### config.mk
export PLATFORM = sky130hd
export DESIGN_NAME = emss_top
export DESIGN_NICKNAME = d
export VERILOG_FILES = /design/src/pkg/emss_pkg.sv /design/src/pkg/emss_pin_if.sv /design/src/logic/emss_pin_ctl.sv /design/src/logic/emss_top.sv
export VERILOG_INCLUDE_DIRS = /design/src /design/src/pkg
export SDC_FILE = /design/constraint.sdc
export NUM_CORES = 1
export LEC_CHECK = 0
export ABC_AREA = 1
export BUFFER_PORTS_ARGS = -buffer_cell sky130_fd_sc_hd__buf_2
export CORE_ASPECT_RATIO = 1.75
export CORE_MARGIN = 2
export CORE_UTILIZATION = 41
export DETAILED_ROUTE_END_ITERATION = 8
export PLACE_DENSITY = 0.76
export SYNTH_ARGS = -nofsm -noshare
export SYNTH_HDL_FRONTEND = slang
export SYNTH_HIERARCHICAL = 1
export SYNTH_SLANG_ARGS = --single-unit
### constraint.sdc
create_clock -name clock -period 1.82 [get_ports clock]
set_input_delay 0.091 -clock clock [delete_from_list [all_inputs] [get_ports clock]]
set_output_delay 0.091 -clock clock [all_outputs]
set_load 0.005 [all_outputs]
### src/pkg/emss_map.svh
// Constants for the external memory strobe and select block.
// Assumes a 125 MHz system clock and a synchronous active-high reset.
// Function
// - Read strobe low for each read cycle, high otherwise while driven.
// - Data pins released as inputs while read strobe low.
// - Read data captured as the read strobe returns high.
// - Store strobe low in write cycles, data pins drive write data.
// - Drive-hold bit clear tri-states read and store strobes when idle.
// - Drive-hold bit clear tri-states chip select zero when idle.
// - Control-pin pull-up disable bit removes strobe pull-ups.
// - Chip select zero driven low for program memory accesses.
// - Out of reset chip select zero acts as program memory select.
// - Select pin may be port D pin eight, direction programmable.
// - Clearing port D pull-up bit 8 drops select pin pull-up.
// - Data memory select, chip select one, low for data accesses.
`ifndef EMSS_MAP_SVH
`define EMSS_MAP_SVH
`define EMSS_DATA_W 16
`define EMSS_ADDR_W 17
`define EMSS_PD_BIT 8
`define EMSS_STROBE_CYC 2'h2
`define EMSS_ZERO_CNT 2'h0
`define EMSS_ONE_CNT 2'h1
`endif

### src/pkg/emss_pkg.sv
// Types for the external memory strobe and select block.
// Assumes the constant header is on the include path.
package emss_pkg;
	typedef enum logic [1:0] {EMSS_IDLE, EMSS_RD, EMSS_WR, EMSS_END} emss_state_e;
endpackage : emss_pkg

### src/pkg/emss_pin_if.sv
// Bundle carrying one tri-state pin's output, enable and pull-up.
// Assumes the top module resolves nothing; pads sit outside.
`timescale 1ns/1ns
interface emss_pin_if;
	logic o;
	logic oe;
	logic pu;
	modport drv (output o, output oe, output pu);
	modport use_side (input o, input oe, input pu);
endinterface : emss_pin_if

### src/logic/emss_pin_ctl.sv
// Output stage for one active-low control pin: drive, float or GPIO.
// Assumes inputs are synchronous to clock.
`timescale 1ns/1ns
module emss_pin_ctl
(
	input wire logic active,
	input wire logic asserted,
	input wire logic drive_hold,
	input wire logic gpio_mode,
	input wire logic gpio_out,
	input wire logic gpio_dir,
	input wire logic pu_en,
	emss_pin_if.drv pin
);
	always_comb
	begin
		if (gpio_mode)
		begin
			pin.o = gpio_out;
			pin.oe = gpio_dir;
		end
		else
		begin
			pin.o = ~asserted;
			// Floating when idle without hold lets pull-ups define the level
			pin.oe = active | drive_hold;
		end
		pin.pu = pu_en;
	end
endmodule : emss_pin_ctl

### src/logic/emss_top.sv
// Strobe, select and data turnaround for the external memory bus.
// Assumes one request pulse at a time; static RAM or ROM outside.
`timescale 1ns/1ns
`include "emss_map.svh"
module emss_top
	import emss_pkg::*;
(
	input wire logic clock,
	input wire logic srst,
	input wire logic req_valid,
	input wire logic req_write,
	input wire logic req_prog,
	input wire logic [`EMSS_ADDR_W-1:0] req_addr,
	input wire logic [`EMSS_DATA_W-1:0] req_wdata,
	input wire logic bus_drive_hold,
	input wire logic ctrl_pullup_disable,
	input wire logic port_d_pin_eight_gpio,
	input wire logic port_d_pin_eight_dir,
	input wire logic port_d_pin_eight_out,
	input wire logic [`EMSS_DATA_W-1:0] port_d_pullup_reg,
	input wire logic [`EMSS_DATA_W-1:0] data_in,
	output logic req_busy,
	output logic rd_valid,
	output logic [`EMSS_DATA_W-1:0] rd_data,
	output logic [`EMSS_ADDR_W-1:0] addr_out,
	output logic addr_oe,
	output logic [`EMSS_DATA_W-1:0] data_out,
	output logic data_oe,
	output logic read_strobe_n,
	output logic read_strobe_oe,
	output logic store_strobe_n,
	output logic store_strobe_oe,
	output logic strobe_pullup_en,
	output logic chip_select_zero_n,
	output logic chip_select_zero_oe,
	output logic chip_select_zero_pullup_en,
	output logic data_memory_select_n,
	output logic data_memory_select_oe
);
	emss_state_e state_q, state_d;
	logic [1:0] cnt_q, cnt_d;
	logic prog_q, prog_d;
	logic [`EMSS_ADDR_W-1:0] addr_q, addr_d;
	logic [`EMSS_DATA_W-1:0] wdata_q, wdata_d, rdata_q, rdata_d;
	logic rvalid_q, rvalid_d;
	logic rd_n_q, rd_oe_q, wr_n_q, wr_oe_q, pu_q;
	logic cs0_n_q, cs0_oe_q, cs0_pu_q, ds_n_q, ds_oe_q;
	logic dat_oe_q, addr_oe_q;
	logic busy_q, busy_d, dat_oe_d, addr_oe_d;
	logic rd_act, wr_act, cyc_act;
	emss_pin_if rd_pin();
	emss_pin_if wr_pin();
	emss_pin_if cs0_pin();
	emss_pin_if ds_pin();

	always_comb
	begin
		state_d = state_q;
		cnt_d = cnt_q;
		prog_d = prog_q;
		addr_d = addr_q;
		wdata_d = wdata_q;
		rdata_d = rdata_q;
		rvalid_d = 1'b0;
		case (state_q)
			EMSS_IDLE:
			begin
				if (req_valid)
				begin
					prog_d = req_prog;
					addr_d = req_addr;
					wdata_d = req_wdata;
					cnt_d = `EMSS_STROBE_CYC;
					// One state at a time keeps the strobes exclusive
					state_d = req_write ? EMSS_WR : EMSS_RD;
				end
			end
			EMSS_RD, EMSS_WR:
			begin
				if (cnt_q == `EMSS_ONE_CNT)
				begin
					if (state_q == EMSS_RD)
					begin
						// Sampled on the edge that raises the strobe
						rdata_d = data_in;
						rvalid_d = 1'b1;
					end
					state_d = EMSS_END;
				end
				cnt_d = cnt_q - `EMSS_ONE_CNT;
			end
			// Turnaround cycle: strobe high, data still held for the memory after a write
			EMSS_END: state_d = EMSS_IDLE;
			default: state_d = EMSS_IDLE;
		endcase
	end

	assign rd_act = (state_d == EMSS_RD);
	assign wr_act = (state_d == EMSS_WR);
	assign cyc_act = rd_act | wr_act | (state_d == EMSS_END);
	// Busy is registered so the request side sees a flop, not decode
	assign busy_d = (state_d != EMSS_IDLE);
	// Data pins released during reads, driven only on writes
	assign dat_oe_d = wr_act
		| (state_d == EMSS_END && state_q == EMSS_WR);
	// Drive-hold keeps the address up between accesses
	assign addr_oe_d = cyc_act | bus_drive_hold;

	emss_pin_ctl u_rd
	(
		.active(cyc_act),
		.asserted(rd_act),
		.drive_hold(bus_drive_hold),
		.gpio_mode(1'b0),
		.gpio_out(1'b0),
		.gpio_dir(1'b0),
		.pu_en(~ctrl_pullup_disable),
		.pin(rd_pin.drv)
	);
	emss_pin_ctl u_wr
	(
		.active(cyc_act),
		.asserted(wr_act),
		.drive_hold(bus_drive_hold),
		.gpio_mode(1'b0),
		.gpio_out(1'b0),
		.gpio_dir(1'b0),
		.pu_en(~ctrl_pullup_disable),
		.pin(wr_pin.drv)
	);
	emss_pin_ctl u_cs0
	(
		.active(cyc_act),
		.asserted((rd_act | wr_act) & prog_d),
		.drive_hold(bus_drive_hold),
		.gpio_mode(port_d_pin_eight_gpio),
		.gpio_out(port_d_pin_eight_out),
		.gpio_dir(port_d_pin_eight_dir),
		.pu_en(port_d_pullup_reg[`EMSS_PD_BIT]),
		.pin(cs0_pin.drv)
	);
	emss_pin_ctl u_ds
	(
		.active(cyc_act),
		.asserted((rd_act | wr_act) & ~prog_d),
		.drive_hold(bus_drive_hold),
		.gpio_mode(1'b0),
		.gpio_out(1'b0),
		.gpio_dir(1'b0),
		.pu_en(1'b1),
		.pin(ds_pin.drv)
	);

	always_ff @(posedge clock)
	begin
		if (srst)
		begin
			// Chip select zero comes up as program memory select
			state_q <= EMSS_IDLE;
			cnt_q <= `EMSS_ZERO_CNT;
			prog_q <= 1'b0;
			addr_q <= '0;
			wdata_q <= '0;
			rdata_q <= '0;
			rvalid_q <= 1'b0;
			rd_n_q <= 1'b1;
			rd_oe_q <= 1'b0;
			wr_n_q <= 1'b1;
			wr_oe_q <= 1'b0;
			pu_q <= 1'b1;
			cs0_n_q <= 1'b1;
			cs0_oe_q <= 1'b0;
			cs0_pu_q <= 1'b1;
			ds_n_q <= 1'b1;
			ds_oe_q <= 1'b0;
			dat_oe_q <= 1'b0;
			addr_oe_q <= 1'b0;
			busy_q <= 1'b0;
		end
		else
		begin
			state_q <= state_d;
			cnt_q <= cnt_d;
			prog_q <= prog_d;
			addr_q <= addr_d;
			wdata_q <= wdata_d;
			rdata_q <= rdata_d;
			rvalid_q <= rvalid_d;
			rd_n_q <= rd_pin.o;
			rd_oe_q <= rd_pin.oe;
			wr_n_q <= wr_pin.o;
			wr_oe_q <= wr_pin.oe;
			pu_q <= rd_pin.pu;
			cs0_n_q <= cs0_pin.o;
			cs0_oe_q <= cs0_pin.oe;
			cs0_pu_q <= cs0_pin.pu;
			ds_n_q <= ds_pin.o;
			ds_oe_q <= ds_pin.oe;
			dat_oe_q <= dat_oe_d;
			addr_oe_q <= addr_oe_d;
			busy_q <= busy_d;
		end
	end

	assign req_busy = busy_q;
	assign rd_valid = rvalid_q;
	assign rd_data = rdata_q;
	assign addr_out = addr_q;
	assign addr_oe = addr_oe_q;
	assign data_out = wdata_q;
	assign data_oe = dat_oe_q;
	assign read_strobe_n = rd_n_q;
	assign read_strobe_oe = rd_oe_q;
	assign store_strobe_n = wr_n_q;
	assign store_strobe_oe = wr_oe_q;
	assign strobe_pullup_en = pu_q;
	assign chip_select_zero_n = cs0_n_q;
	assign chip_select_zero_oe = cs0_oe_q;
	assign chip_select_zero_pullup_en = cs0_pu_q;
	assign data_memory_select_n = ds_n_q;
	assign data_memory_select_oe = ds_oe_q;
endmodule : emss_top

# Word level (Yosys, flattened, before mapping)
# Cells that the tools add are included.
dict set report totals {
  out_inout_bits 63
  ff_bits 65
}
dict set report classes {
  eq_ne 8
  n_mux 11
  reduce_logical 9
  addsub 1
  bitwise 14
}
# op n
set op_table {}
lappend op_table {{$eq 2x2->1 const B} 4}
lappend op_table {{$mux 2} 4}
lappend op_table {{$not 1->1} 8}
lappend op_table {{$eq 2x1->1 const B} 3}
lappend op_table {{$pmux 2 s3} 1}
lappend op_table {{$mux 1} 5}
lappend op_table {{$or 1x1->1} 4}
lappend op_table {{$pmux 2 s2} 1}
lappend op_table {{$reduce_and 2->1} 2}
lappend op_table {{$reduce_bool 2->1} 2}
lappend op_table {{$reduce_and 3->1} 1}
lappend op_table {{$reduce_or 3->1} 1}
lappend op_table {{$and 1x1->1} 2}
lappend op_table {{$logic_not 2->1} 1}
lappend op_table {{$ne 2x2->1 const B} 1}
lappend op_table {{$reduce_or 2->1} 1}
lappend op_table {{$sub 2x1->2 const B} 1}
lappend op_table {{$logic_and 1x1->1} 1}

# Logic depth before layout (Yosys ltp)
# Gate-level depths: netlist of run 1.
dict set report depth {
  word_depth 8
  mapped_depth 13
  ltp_nobuf 13
}

# Modules after synthesis
# The synthesis of run 1 kept the hierarchy.
# mod n_inst cells_each area_each_um2 seq_area_each_um2
set by_module_without_submodules {}
lappend by_module_without_submodules {emss_top 1 312 2523.7 1361.3}
lappend by_module_without_submodules {emss_pin_ctl 4 7 36.3 0.0}

# Worst setup path before layout of run 1
# OpenSTA, ideal clock, no wires.
dict set report synth_path {
  path_kind {register to register}
  start {reg state_q[0]}
  end {reg cs0_n_q (netlist: chip_select_zero_n)}
  synth_period_minus_slack_ns 1.926
  arrival_ns 1.802
  path_stages_with_launch 13
  slack_ns -0.106
  setup_ns 0.123
  t_required_ns 1.697
  n_path_buf 0
  path_cell_list {dfxtp_1 -> inv_1 -> ha_1 -> inv_1 -> nor2_1 -> nand2_1 -> nand2_1 -> inv_1 -> ha_1 -> inv_1 -> nor2_1 -> o21ai_0 -> or2_2}
}
dict set report synth_via {
  elab_chain_len 8
  elab_cells_between_ends 15
  classes_between {eq/ne (5); mux (5); bitwise (3); reduce/logical (2)}
}
# item line_no
set synth_lines {}
lappend synth_lines {{start: declaration} emss_top.sv:40} ;# emss_state_e state_q, state_d;
lappend synth_lines {{start signal: assignment} emss_top.sv:182} ;# state_q <= state_d;
lappend synth_lines {{$eq 2x1->1 / $eq 2x2->1 (equally long branches)} emss_top.sv:65} ;# case (state_q)
lappend synth_lines {{$reduce_or 2->1} emss_top.sv:65}
lappend synth_lines {{$pmux 2 s3 *} emss_top.sv:65}
lappend synth_lines {{via state_d[0]} emss_top.sv:40}
lappend synth_lines {{$eq 2x1->1 / $eq 2x2->1 (equally long branches)} {emss_top.sv:98, emss_top.sv:99}}
lappend synth_lines {{$or 1x1->1 *} emss_top.sv:134} ;# .asserted((rd_act | wr_act) & prog_d),
lappend synth_lines {{$and 1x1->1 *} emss_top.sv:134}
lappend synth_lines {{$not 1->1 *} emss_pin_ctl.sv:24} ;# pin.o = ~asserted;
lappend synth_lines {{$mux 1 *} emss_pin_ctl.sv:17} ;# if (gpio_mode)
lappend synth_lines {{via cs0_pin.o} emss_pin_if.sv:5} ;# logic o;
lappend synth_lines {{end signal: assignment} emss_top.sv:194} ;# cs0_n_q <= cs0_pin.o;
lappend synth_lines {{end: declaration} emss_top.sv:47} ;# logic cs0_n_q, cs0_oe_q, cs0_pu_q, ds_n_q, ds_oe_q;
# The timed path passes the listed nets; every way through them passes the cells marked *.
# A chain may end at the register's enable or synchronous reset.

# Worst setup path in the final report of run 1
dict set report layout_path {
  start {reg state_q[1]}
  end {reg ds_n_q (netlist: data_memory_select_n)}
}
dict set report layout_via {
  elab_chain_len 7
  elab_cells_between_ends 15
  classes_between {eq/ne (5); mux (4); bitwise (4); reduce/logical (2)}
}
# item line_no
set layout_lines {}
lappend layout_lines {{$eq 2x1->1 / $eq 2x2->1 (equally long branches)} emss_top.sv:65}
lappend layout_lines {{$reduce_or 2->1} emss_top.sv:65}
lappend layout_lines {{$pmux 2 s3 *} emss_top.sv:65}
lappend layout_lines {{via state_d[1]} emss_top.sv:40}
lappend layout_lines {{$eq 2x1->1 / $eq 2x2->1 (equally long branches)} {emss_top.sv:98, emss_top.sv:99}}
lappend layout_lines {{$or 1x1->1 *} emss_top.sv:145} ;# .asserted((rd_act | wr_act) & ~prog_d),
lappend layout_lines {{$and 1x1->1 *} emss_top.sv:145}
lappend layout_lines {{$not 1->1 *} emss_pin_ctl.sv:24}
lappend layout_lines {{via ds_pin.o} emss_pin_if.sv:5}
lappend layout_lines {{end signal: assignment} emss_top.sv:197} ;# ds_n_q <= ds_pin.o;
lappend layout_lines {{end: declaration} emss_top.sv:47}
# Marks and branches as above.

==> qor.csv, run 1 <==
stage,metric,value,unit
worst_hold_path,HP Class,input pin to flop,
die,I/O pin count,138,
final_layout,Fill cells,570,
place,Final Wtd Congestion,0.804,
place,PortBufs,122,
final_layout,final core utilization,63.5,%
final_layout,Nets,597,
synth,Synth Cell Area,2650,um2
clock_network,H-tree Lvls,3,
die,Die H,110,um
clock_network,Root Buffer,clkbuf_8,
run_status,outcome,completed,
global_routing,grt ovf,0,
clock_network,cts bufs inserted,9,
global_routing,largest net degree at the start of global routing,51,
final_layout,synthesis-to-finish area growth,49.3,%
detailed_routing,drt wl/cell,11.3,um
place,placed cells,546,
clock_network,clock-pin slew on the worst setup and hold paths,0.07,ns
die,effective utilization at floorplan,42.5,%
clock_network,CTS tree,done,
clock_network,clk_lat worst skew,0.33,ns
worst_setup_path,Crit path arrival time,2.03,ns
synth,Yosys warnings,6,
clock_network,CTS max path bufs,2,
final_layout,fraction of layout cells with a size suffix above 1,38.2,%
worst_setup_path,CP required,2.04,ns
sta,slew margin rel.,51.2,%
worst_setup_path,CP endpoint kind,flop,
clock_network,clk sinks,68,
worst_setup_path,worst setup path class,flop to flop,
sta,min cycle time layout,1.81,ns
worst_hold_path,hold depth,3,
sta,Highest Clock Rate,554,MHz
detailed_routing,initial detailed-routing violation count,126,
global_routing,Tot GR Track Use,19.4,%
place,placed wire-length estimate,4410,um
sta,RSZ-0062 raised after global routing,true,
detailed_routing,DRC,0,
die,die area,7150,um2
worst_setup_path,Startpoint Class,flop,
die,core area,6230,um2
worst_setup_path,Worst Reg-to-Reg Cells,11,
sta,worst slew pin tran,0.731,ns
sta,Final Cycle Share,99.2,%
sta,Slew Limit Fails,0,
die,die width,64.8,um
worst_setup_path,worst-path fanout max,4,
global_routing,vias in the first global route,2499,
global_routing,first-pass GRT wire length,10700,um
place,Setup WS pre-CTS,-0.0622,ns
sta,min setup slack post-route,0.0137,ns
final_layout,fin area,3960,um2
detailed_routing,Vias/cell,4.48,
power,Cell Pwr Density,874,nW/um2
final_layout,Post-Layout Cell Count,598,
power,Worst VDD drop,649,uV
sta,Final setup viols,0,
detailed_routing,ANT nets after route,0,
global_routing,initial antenna violation count,0,
detailed_routing,via count,2678,
detailed_routing,routed wire length,6760,um
sta,Worst Clk Skew,0.00809,ns
sta,final hold violation count,0,
detailed_routing,First-pass DRT Iterations,4,
final_layout,# diodes,0,
power,leakage power,1.99,nW
place,placed inst area,3370,um2
synth,Avg Inst Size Synth,7.86,um2
job,max-cap violations,0,
die,num rows,38,
synth,Mapped Cells,337,
-- through the flow --
step	setup TNS, ns	power [W]	hold slack (ns)
after global routing	-0.209	0.00367	0.00567
after CTS	0	0.00345	0.000847
after global placement	-0.0331	0.00222	0.274
final	0	0.00346	0.00978
after floorplan	0	0.00202	0.212
after detailed placement	-0.124	0.00223	0.278
-- area by class of cell --
class | instances | area [um2] | share of cell area, %
sequential | 68 | 1360 | 34.5
multi-input combinational | 243 | 1200 | 30.3
timing repair buffer | 166 | 1010 | 25.4
clock buffer | 15 | 176 | 4.46
inverter | 25 | 105 | 2.66
tap | 80 | 100 | 2.53
clock inverter | 1 | 5.00 | 0.127
-- state kept, by name, indices dropped and copies added (netlist names), 2 cells and up --
register  flops
state_q       2
data_out     16
cnt_q         2
rd_data      16
addr_out     17
-- worst paths after layout --
kind	start	end	slack, ns
setup / recovery	state_q[1]	data_memory_select_n	0.01
hold / removal	req_addr[8]	addr_out[8]	0.01
setup reg to reg	state_q[1]	data_memory_select_n	0.01
hold reg to reg	data_out[1]	data_out[1]	0.48
-- metal layers --
layer | vias to the layer above | share of wire (%) | track usage, %
li1 | 1373 | - | -
met1 | 1209 | 36 | 18.4
met2 | 81 | 56 | 37.3
met3 | 15 | 5.0 | 3.65
met4 | 0 | 2.9 | 12.0
met5 | - | 0 | 0
-- critical path: stages (launching register included) --
cell and delay [ns]:
dfxtp_2 0.35, inv_4 0.05, ha_4 0.27, inv_4 0.04
nor2_4 0.12, nand2_2 0.08, nand2_2 0.07, inv_2 0.05
ha_4 0.26, and2_4 0.13, o21ai_2 0.05, or2_4 0.21
-- where the power goes --
part | switching (W) | internal, W | total [W]
registers | 0.0000456 | 0.00160 | 0.00165
clock network | 0.000512 | 0.000607 | 0.00112
logic | 0.000346 | 0.000347 | 0.000693
-- cells in the final DEF (no fill, tap or decap), types with 2 or more instances in the layout --
| cell | n |
|---|---|
| a21oi_1 | 4 |
| buf_2 | 122 |
| buf_4 | 18 |
| clkbuf_1 | 3 |
| clkbuf_8 | 12 |
| conb_1 | 18 |
| dfxtp_1 | 66 |
| dfxtp_2 | 2 |
| dlygate4sd3_1 | 26 |
| ha_1 | 5 |
| ha_4 | 3 |
| inv_1 | 10 |
| inv_2 | 11 |
| inv_4 | 3 |
| nand2_1 | 24 |
| nand2_2 | 6 |
| nand3_1 | 3 |
| nor2_1 | 110 |
| o21ai_0 | 31 |
| o21ai_1 | 18 |
| o21ai_2 | 9 |
| or2_2 | 4 |
| or2_4 | 2 |
-- what timing repair did --
item | CTS | global route
endpoints found under the setup margin | 2 | 6
hold buffers | 26 | 0
pin swaps | 8 | 10
hold endpoints to repair | 26 | 0
setup buffers | 7 | 5
gates resized for setup | 7 | 15
Power figures use the tool's default switching activity.
==> run 2: changes to the inputs <==
--- a/config.mk
+++ b/config.mk
@@ -10,9 +10,9 @@
 export BUFFER_PORTS_ARGS = -buffer_cell sky130_fd_sc_hd__buf_2
 export CORE_ASPECT_RATIO = 1.75
 export CORE_MARGIN = 2
-export CORE_UTILIZATION = 41
+export CORE_UTILIZATION = 46
 export DETAILED_ROUTE_END_ITERATION = 8
-export PLACE_DENSITY = 0.76
+export PLACE_DENSITY = 0.81
 export SYNTH_ARGS = -nofsm -noshare
 export SYNTH_HDL_FRONTEND = slang
 export SYNTH_HIERARCHICAL = 1
==> constraint.sdc (replaced) <==
create_clock -name clock -period 2.2 [get_ports clock]
set_input_delay 0.11 -clock clock [delete_from_list [all_inputs] [get_ports clock]]
set_output_delay 0.11 -clock clock [all_outputs]
set_load 0.005 [all_outputs]
==> run 2 against run 1 <==
Net effect:
- sequential cell count is the same
- hold slack better by 0.0077 ns
- critical path depth is 1 higher
- clock-buffer cell count shrank 1
- setup slack better by 0.14 ns
- non-clock buffer count fell by 35
- register-to-register slack improved by 0.14 ns
- clock skew is 0.0039 ns lower
- critical endpoint is now chip_select_zero_n
- highest routed layer unchanged
==> qor.csv, run 2 (synthesis results as in run 1) <==
stage,metric,value,unit
final_layout,fraction of layout cells with a size suffix above 1,33.5,%
sta,Slew Limit Fails,0,
detailed_routing,Vias/cell,4.53,
final_layout,final core utilization,63.8,%
die,effective utilization at floorplan,47.4,%
sta,Final Cycle Share,92.9,%
final_layout,# diodes,0,
final_layout,Fill cells,511,
detailed_routing,met3 WL post-DR,362,um
sta,Highest Clock Rate,489,MHz
worst_setup_path,worst setup path class,flop to flop,
global_routing,largest net degree at the start of global routing,51,
worst_hold_path,HP Class,input pin to flop,
detailed_routing,ANT nets after route,0,
detailed_routing,initial detailed-routing violation count,142,
clock_network,Root Buffer,clkbuf_8,
sta,Worst Clk Skew,0.00416,ns
detailed_routing,routed wire length,6130,um
global_routing,grt ovf,0,
final_layout,most frequent cells in the layout,"122 x buf_2, 111 x nor2_1, 67 x dfxtp_1",
sta,WHS,0.0175,ns
final_layout,max reg flops,17,
place,PortBufs,122,
die,Die H,104,um
clock_network,CTS tree,done,
clock_network,CTS max path bufs,2,
detailed_routing,First-pass DRT Iterations,6,
global_routing,initial antenna violation count,0,
worst_setup_path,CP endpoint kind,flop,
power,Worst VDD drop,448,uV
sta,final hold violation count,0,
run_status,outcome,completed,
place,placed inst area,3300,um2
final_layout,Nets,562,
power,Cell Pwr Density,773,nW/um2
place,Final Wtd Congestion,0.811,
power,switching power total,0.000705,W
clock_network,clk_lat worst skew,0.33,ns
die,die width,61.4,um
sta,Final setup viols,0,
die,core area,5590,um2
power,Reg power frac,49.4,%
clock_network,H-tree Lvls,3,
detailed_routing,via count,2535,
die,I/O pin count,138,
die,die area,6410,um2
global_routing,first-pass GRT wire length,9630,um
power,Switching Fraction,25.6,%
worst_setup_path,Startpoint Class,flop,
power,leakage power,1.82,nW
worst_hold_path,hold depth,3,
global_routing,vias in the first global route,2421,
worst_setup_path,worst-path fanout max,5,
power,Pint,0.00205,W
job,max-cap violations,0,
final_layout,"commonest non-fill, non-tap cell in the layout",buf_2,
detailed_routing,Max Used Layer,met4,
sta,slew margin rel.,51.1,%
worst_setup_path,Worst Reg-to-Reg Cells,12,
power,clock group share of total power,34.5,%
clock_network,clock-pin slew on the worst setup and hold paths,0.07,ns
final_layout,fin area,3560,um2
detailed_routing,DRC,0,
worst_setup_path,CP required,2.43,ns
sta,min cycle time layout,2.04,ns
detailed_routing,Metal-1 WL,2270,um
detailed_routing,drt wl/cell,11.0,um
global_routing,Tot GR Track Use,19.7,%
sta,worst slew pin tran,0.733,ns
clock_network,clk sinks,68,
detailed_routing,met2 WL post-DR,3280,um
worst_setup_path,reg2reg setup slack,0.16,ns
power,logic gate share of total power,16.1,%
worst_setup_path,Crit path arrival time,2.27,ns
final_layout,synthesis-to-finish area growth,34.4,%
die,num rows,36,
clock_network,cts bufs inserted,9,
place,placed wire-length estimate,4440,um
run 2: critical path, cell delays in order (launching register included):
cell and delay (ns):
dfxtp_1 0.35, inv_2 0.07, ha_1 0.29, inv_1 0.09
nor2_2 0.12, nand2_1 0.08, nand2_1 0.12, inv_1 0.07
ha_1 0.29, inv_1 0.04, nor2_1 0.08, o21ai_0 0.08
or2_2 0.26
run 2: metal layers:
metal	vias up	track usage, %
met1	1127	17.4
met5	-	0
met2	81	36.4
li1	1310	-
met3	17	6.97
met4	0	9.57
run 2: final timing paths:
kind / from / endpoint
worst min-delay path: req_addr[8] / addr_out[8]
worst max-delay path: state_q[1] / chip_select_zero_n
worst min register to register: rd_data[1] / rd_data[1]
worst max register to register: state_q[1] / chip_select_zero_n
run 2: cell type report:
class / instances / area [um2] / share of cell area, %
inverters: 25 / 93.8 / 2.64
repair buffers: 131 / 698 / 19.6
multi-input cells: 243 / 1130 / 31.8
well taps: 76 / 95.1 / 2.67
flip-flops and latches: 68 / 1360 / 38.3
clock inverters: 2 / 35.0 / 0.984
clock buffers: 14 / 143 / 4.01
run 2: repair_timing:
action | 4_1_cts | 5_1_grt
gates resized for setup | 0 | 5
hold buffers | 8 | 0
setup buffers | 0 | 0
hold endpoints to repair | 8 | 0
setup endpoints to repair | 0 | 2
run 2: power by group through the flow:
stage | clock network [W] | logic [W] | registers, W
after floorplan | 0 | 0.000264 | 0.00140
after global placement | 0 | 0.000418 | 0.00138
after detailed placement | 0 | 0.000433 | 0.00139
after CTS | 0.000981 | 0.000446 | 0.00136
after global routing | 0.00104 | 0.000514 | 0.00137
final | 0.000948 | 0.000443 | 0.00136
run 2: metrics by stage:
| stage | power (W) | TNS [ns] | worst slack, ns | cells |
|---|---|---|---|---|
| global placement | 0.00180 | 0 | 0.160 | 535 |
| floorplan | 0.00166 | 0 | 0.274 | 354 |
| CTS | 0.00279 | 0 | 0.106 | 559 |
| global route | 0.00292 | -0.00536 | -0.00536 | 559 |
| detailed placement | 0.00182 | 0 | 0.110 | 535 |
| finish | 0.00275 | 0 | 0.157 | 559 |
==> run 3: changes to the inputs <==
--- a/config.mk
+++ b/config.mk
@@ -13,6 +13,7 @@
 export CORE_UTILIZATION = 46
 export DETAILED_ROUTE_END_ITERATION = 8
 export PLACE_DENSITY = 0.81
+export SLEW_MARGIN = 20
 export SYNTH_ARGS = -nofsm -noshare
 export SYNTH_HDL_FRONTEND = slang
 export SYNTH_HIERARCHICAL = 1
==> constraint.sdc (replaced) <==
create_clock -name clock -period 2.6 [get_ports clock]
set_input_delay 0.13 -clock clock [delete_from_list [all_inputs] [get_ports clock]]
set_output_delay 0.13 -clock clock [all_outputs]
set_load 0.005 [all_outputs]
==> run 3 against run 2 <==
Net effect:
- combinational power fell by 18%
- core utilization fell by 1.5 points
- clock power fell by 22%
- clock skew is 0.00068 ns lower
==> qor.csv, run 3 (synthesis results as in run 1) <==
stage,metric,value,unit
run_status,outcome,completed,
clock_network,clk_lat worst skew,0.33,ns
worst_setup_path,Crit path arrival time,2.40,ns
sta,worst slew pin tran,0.702,ns
clock_network,clk sinks,68,
final_layout,"commonest non-fill, non-tap cell in the layout",buf_2,
sta,RSZ-0062 raised after global routing,false,
worst_setup_path,CP cell instances,"inv_1, ha_1, inv_1, nor2_1, nand2_1, nand2_1, inv_1, ha_1, inv_1, nor2_1, o21ai_0, or2_2",
job,max-cap violations,0,
worst_setup_path,worst-path fanout max,4,
die,die area,6410,um2
global_routing,Tot GR Track Use,19.4,%
detailed_routing,initial detailed-routing violation count,123,
die,die width,61.4,um
sta,Final setup viols,0,
final_layout,max reg flops,17,
clock_network,PostCTS Resize Cnt,0,
die,core area,5590,um2
place,placed wire-length estimate,4410,um
die,Die H,104,um
worst_setup_path,Startpoint Class,flop,
global_routing,largest net degree at the start of global routing,51,
place,PortBufs,122,
global_routing,grt ovf,0,
sta,Slew Limit Fails,0,
clock_network,CTS max path bufs,2,
worst_setup_path,Top delay family on crit path,simple AND/OR/NAND/NOR gates,
worst_setup_path,CP endpoint kind,flop,
sta,Final Cycle Share,83.7,%
power,leakage power,1.79,nW
die,effective utilization at floorplan,47.4,%
worst_setup_path,max incr delay on CP,0.36,ns
die,num rows,36,
sta,setup TNS,0,ns
global_routing,vias in the first global route,2375,
power,Cell Pwr Density,649,nW/um2
worst_setup_path,CP max stage cell,dfxtp_1,
worst_setup_path,Buf/Inv on CP,4,
sta,slew margin rel.,53.1,%
detailed_routing,drt wl/cell,10.7,um
detailed_routing,Vias/cell,4.54,
worst_setup_path,cell mode on critical path,inv_1,
detailed_routing,via count,2499,
place,placed inst area,3300,um2
detailed_routing,ANT nets after route,0,
die,I/O pin count,138,
global_routing,initial antenna violation count,0,
final_layout,most frequent cells in the layout,"122 x buf_2, 112 x nor2_1, 68 x dfxtp_1",
sta,final hold violation count,0,
worst_setup_path,CP required,2.82,ns
clock_network,H-tree Lvls,3,
sta,min cycle time layout,2.18,ns
final_layout,Nets,555,
worst_setup_path,Worst Reg-to-Reg Cells,12,
clock_network,clock-pin slew on the worst setup and hold paths,0.07,ns
detailed_routing,DRC,0,
detailed_routing,routed wire length,5910,um
global_routing,first-pass GRT wire length,9450,um
final_layout,fraction of layout cells with a size suffix above 1,33.5,%
sta,Highest Clock Rate,460,MHz
worst_hold_path,hold depth,3,
clock_network,Root Buffer,clkbuf_8,
final_layout,fin area,3480,um2
place,Final Wtd Congestion,0.789,
final_layout,# diodes,0,
worst_setup_path,CP Depth,12,
worst_setup_path,worst setup path class,flop to flop,
power,Worst VDD drop,375,uV
sta,Worst Clk Skew,0.00348,ns
worst_hold_path,HP Class,input pin to flop,
clock_network,CTS tree,done,
detailed_routing,First-pass DRT Iterations,4,
clock_network,cts bufs inserted,9,
final_layout,synthesis-to-finish area growth,31.2,%
==> run 3: changes by cell type in the layout (fill, tap and decap cells not counted) <==
cell           before  now
dlygate4sd3_1       8    1
clkbuf_1            5    2
clkbuf_8            9   11
inv_1              16   18
inv_2               9    7
bufinv_16           1    0
clkinv_2            1    2
dfxtp_1            67   68
dfxtp_2             1    0
nand2_1            27   28
nand2_2             3    2
nor2_1            111  112
nor2_2              1    0
==> run 3: repair_timing <==
action | in CTS | in global routing
endpoints found under the hold margin | 1 | 0
hold buffers | 1 | 0
buffers inserted | 0 | 0
setup endpoints to repair | 0 | 0
==> run 3: routing by layer <==
metal / wire (um) / GRT usage, % / up-vias
li1: - / - / 1293
met1: 2170 / 17.1 / 1113
met2: 3200 / 35.8 / 80
met3: 344 / 5.60 / 13
met4: 193 / 11.1 / 0
met5: 0 / 0 / -
==> run 3: path summary, 6_finish.rpt <==
kind	from	to	slack (ns)
max	state_q[0]	chip_select_zero_n	0.42
min	req_addr[14]	addr_out[14]	0.03
max reg2reg	state_q[0]	chip_select_zero_n	0.42
min reg2reg	data_out[2]	data_out[2]	0.48
==> run 3: tightest hold or removal path, delay by kind of cell <==
family                 cells  cell delay, ns
buffers and inverters      1            0.08
and+or+nand+nor            1            0.07
AOI/OAI and AO/OA          1            0.05
==> run 3: layout make-up <==
type | instances | area, um2
clock inverters | 2 | 10.0
inverters | 25 | 93.8
multi-input cells | 243 | 1130
flip-flops and latches | 68 | 1360
repair buffers | 124 | 628
fillers | 521 | 2110
well taps | 76 | 95.1
clock buffers | 13 | 159
==> run 3: report_power, final <==
part           total (W)  switching (W)  internal, W
clock network   0.000742       0.000351     0.000390
registers        0.00115      0.0000305      0.00112
logic           0.000365       0.000204     0.000161
total            0.00226       0.000586      0.00167
==> run 3: through the flow <==
step	total power (W)	worst slack (ns)	std cells	hold slack [ns]	utilization (%)
after floorplan	0.00141	0.674	354	0.251	-
after global placement	0.00152	0.539	535	0.314	59.0
after detailed placement	0.00154	0.440	535	0.316	59.0
after CTS	0.00229	0.432	551	0.0214	62.2
after global routing	0.00240	0.223	551	0.0268	62.2
final	0.00226	0.425	551	0.0320	62.2
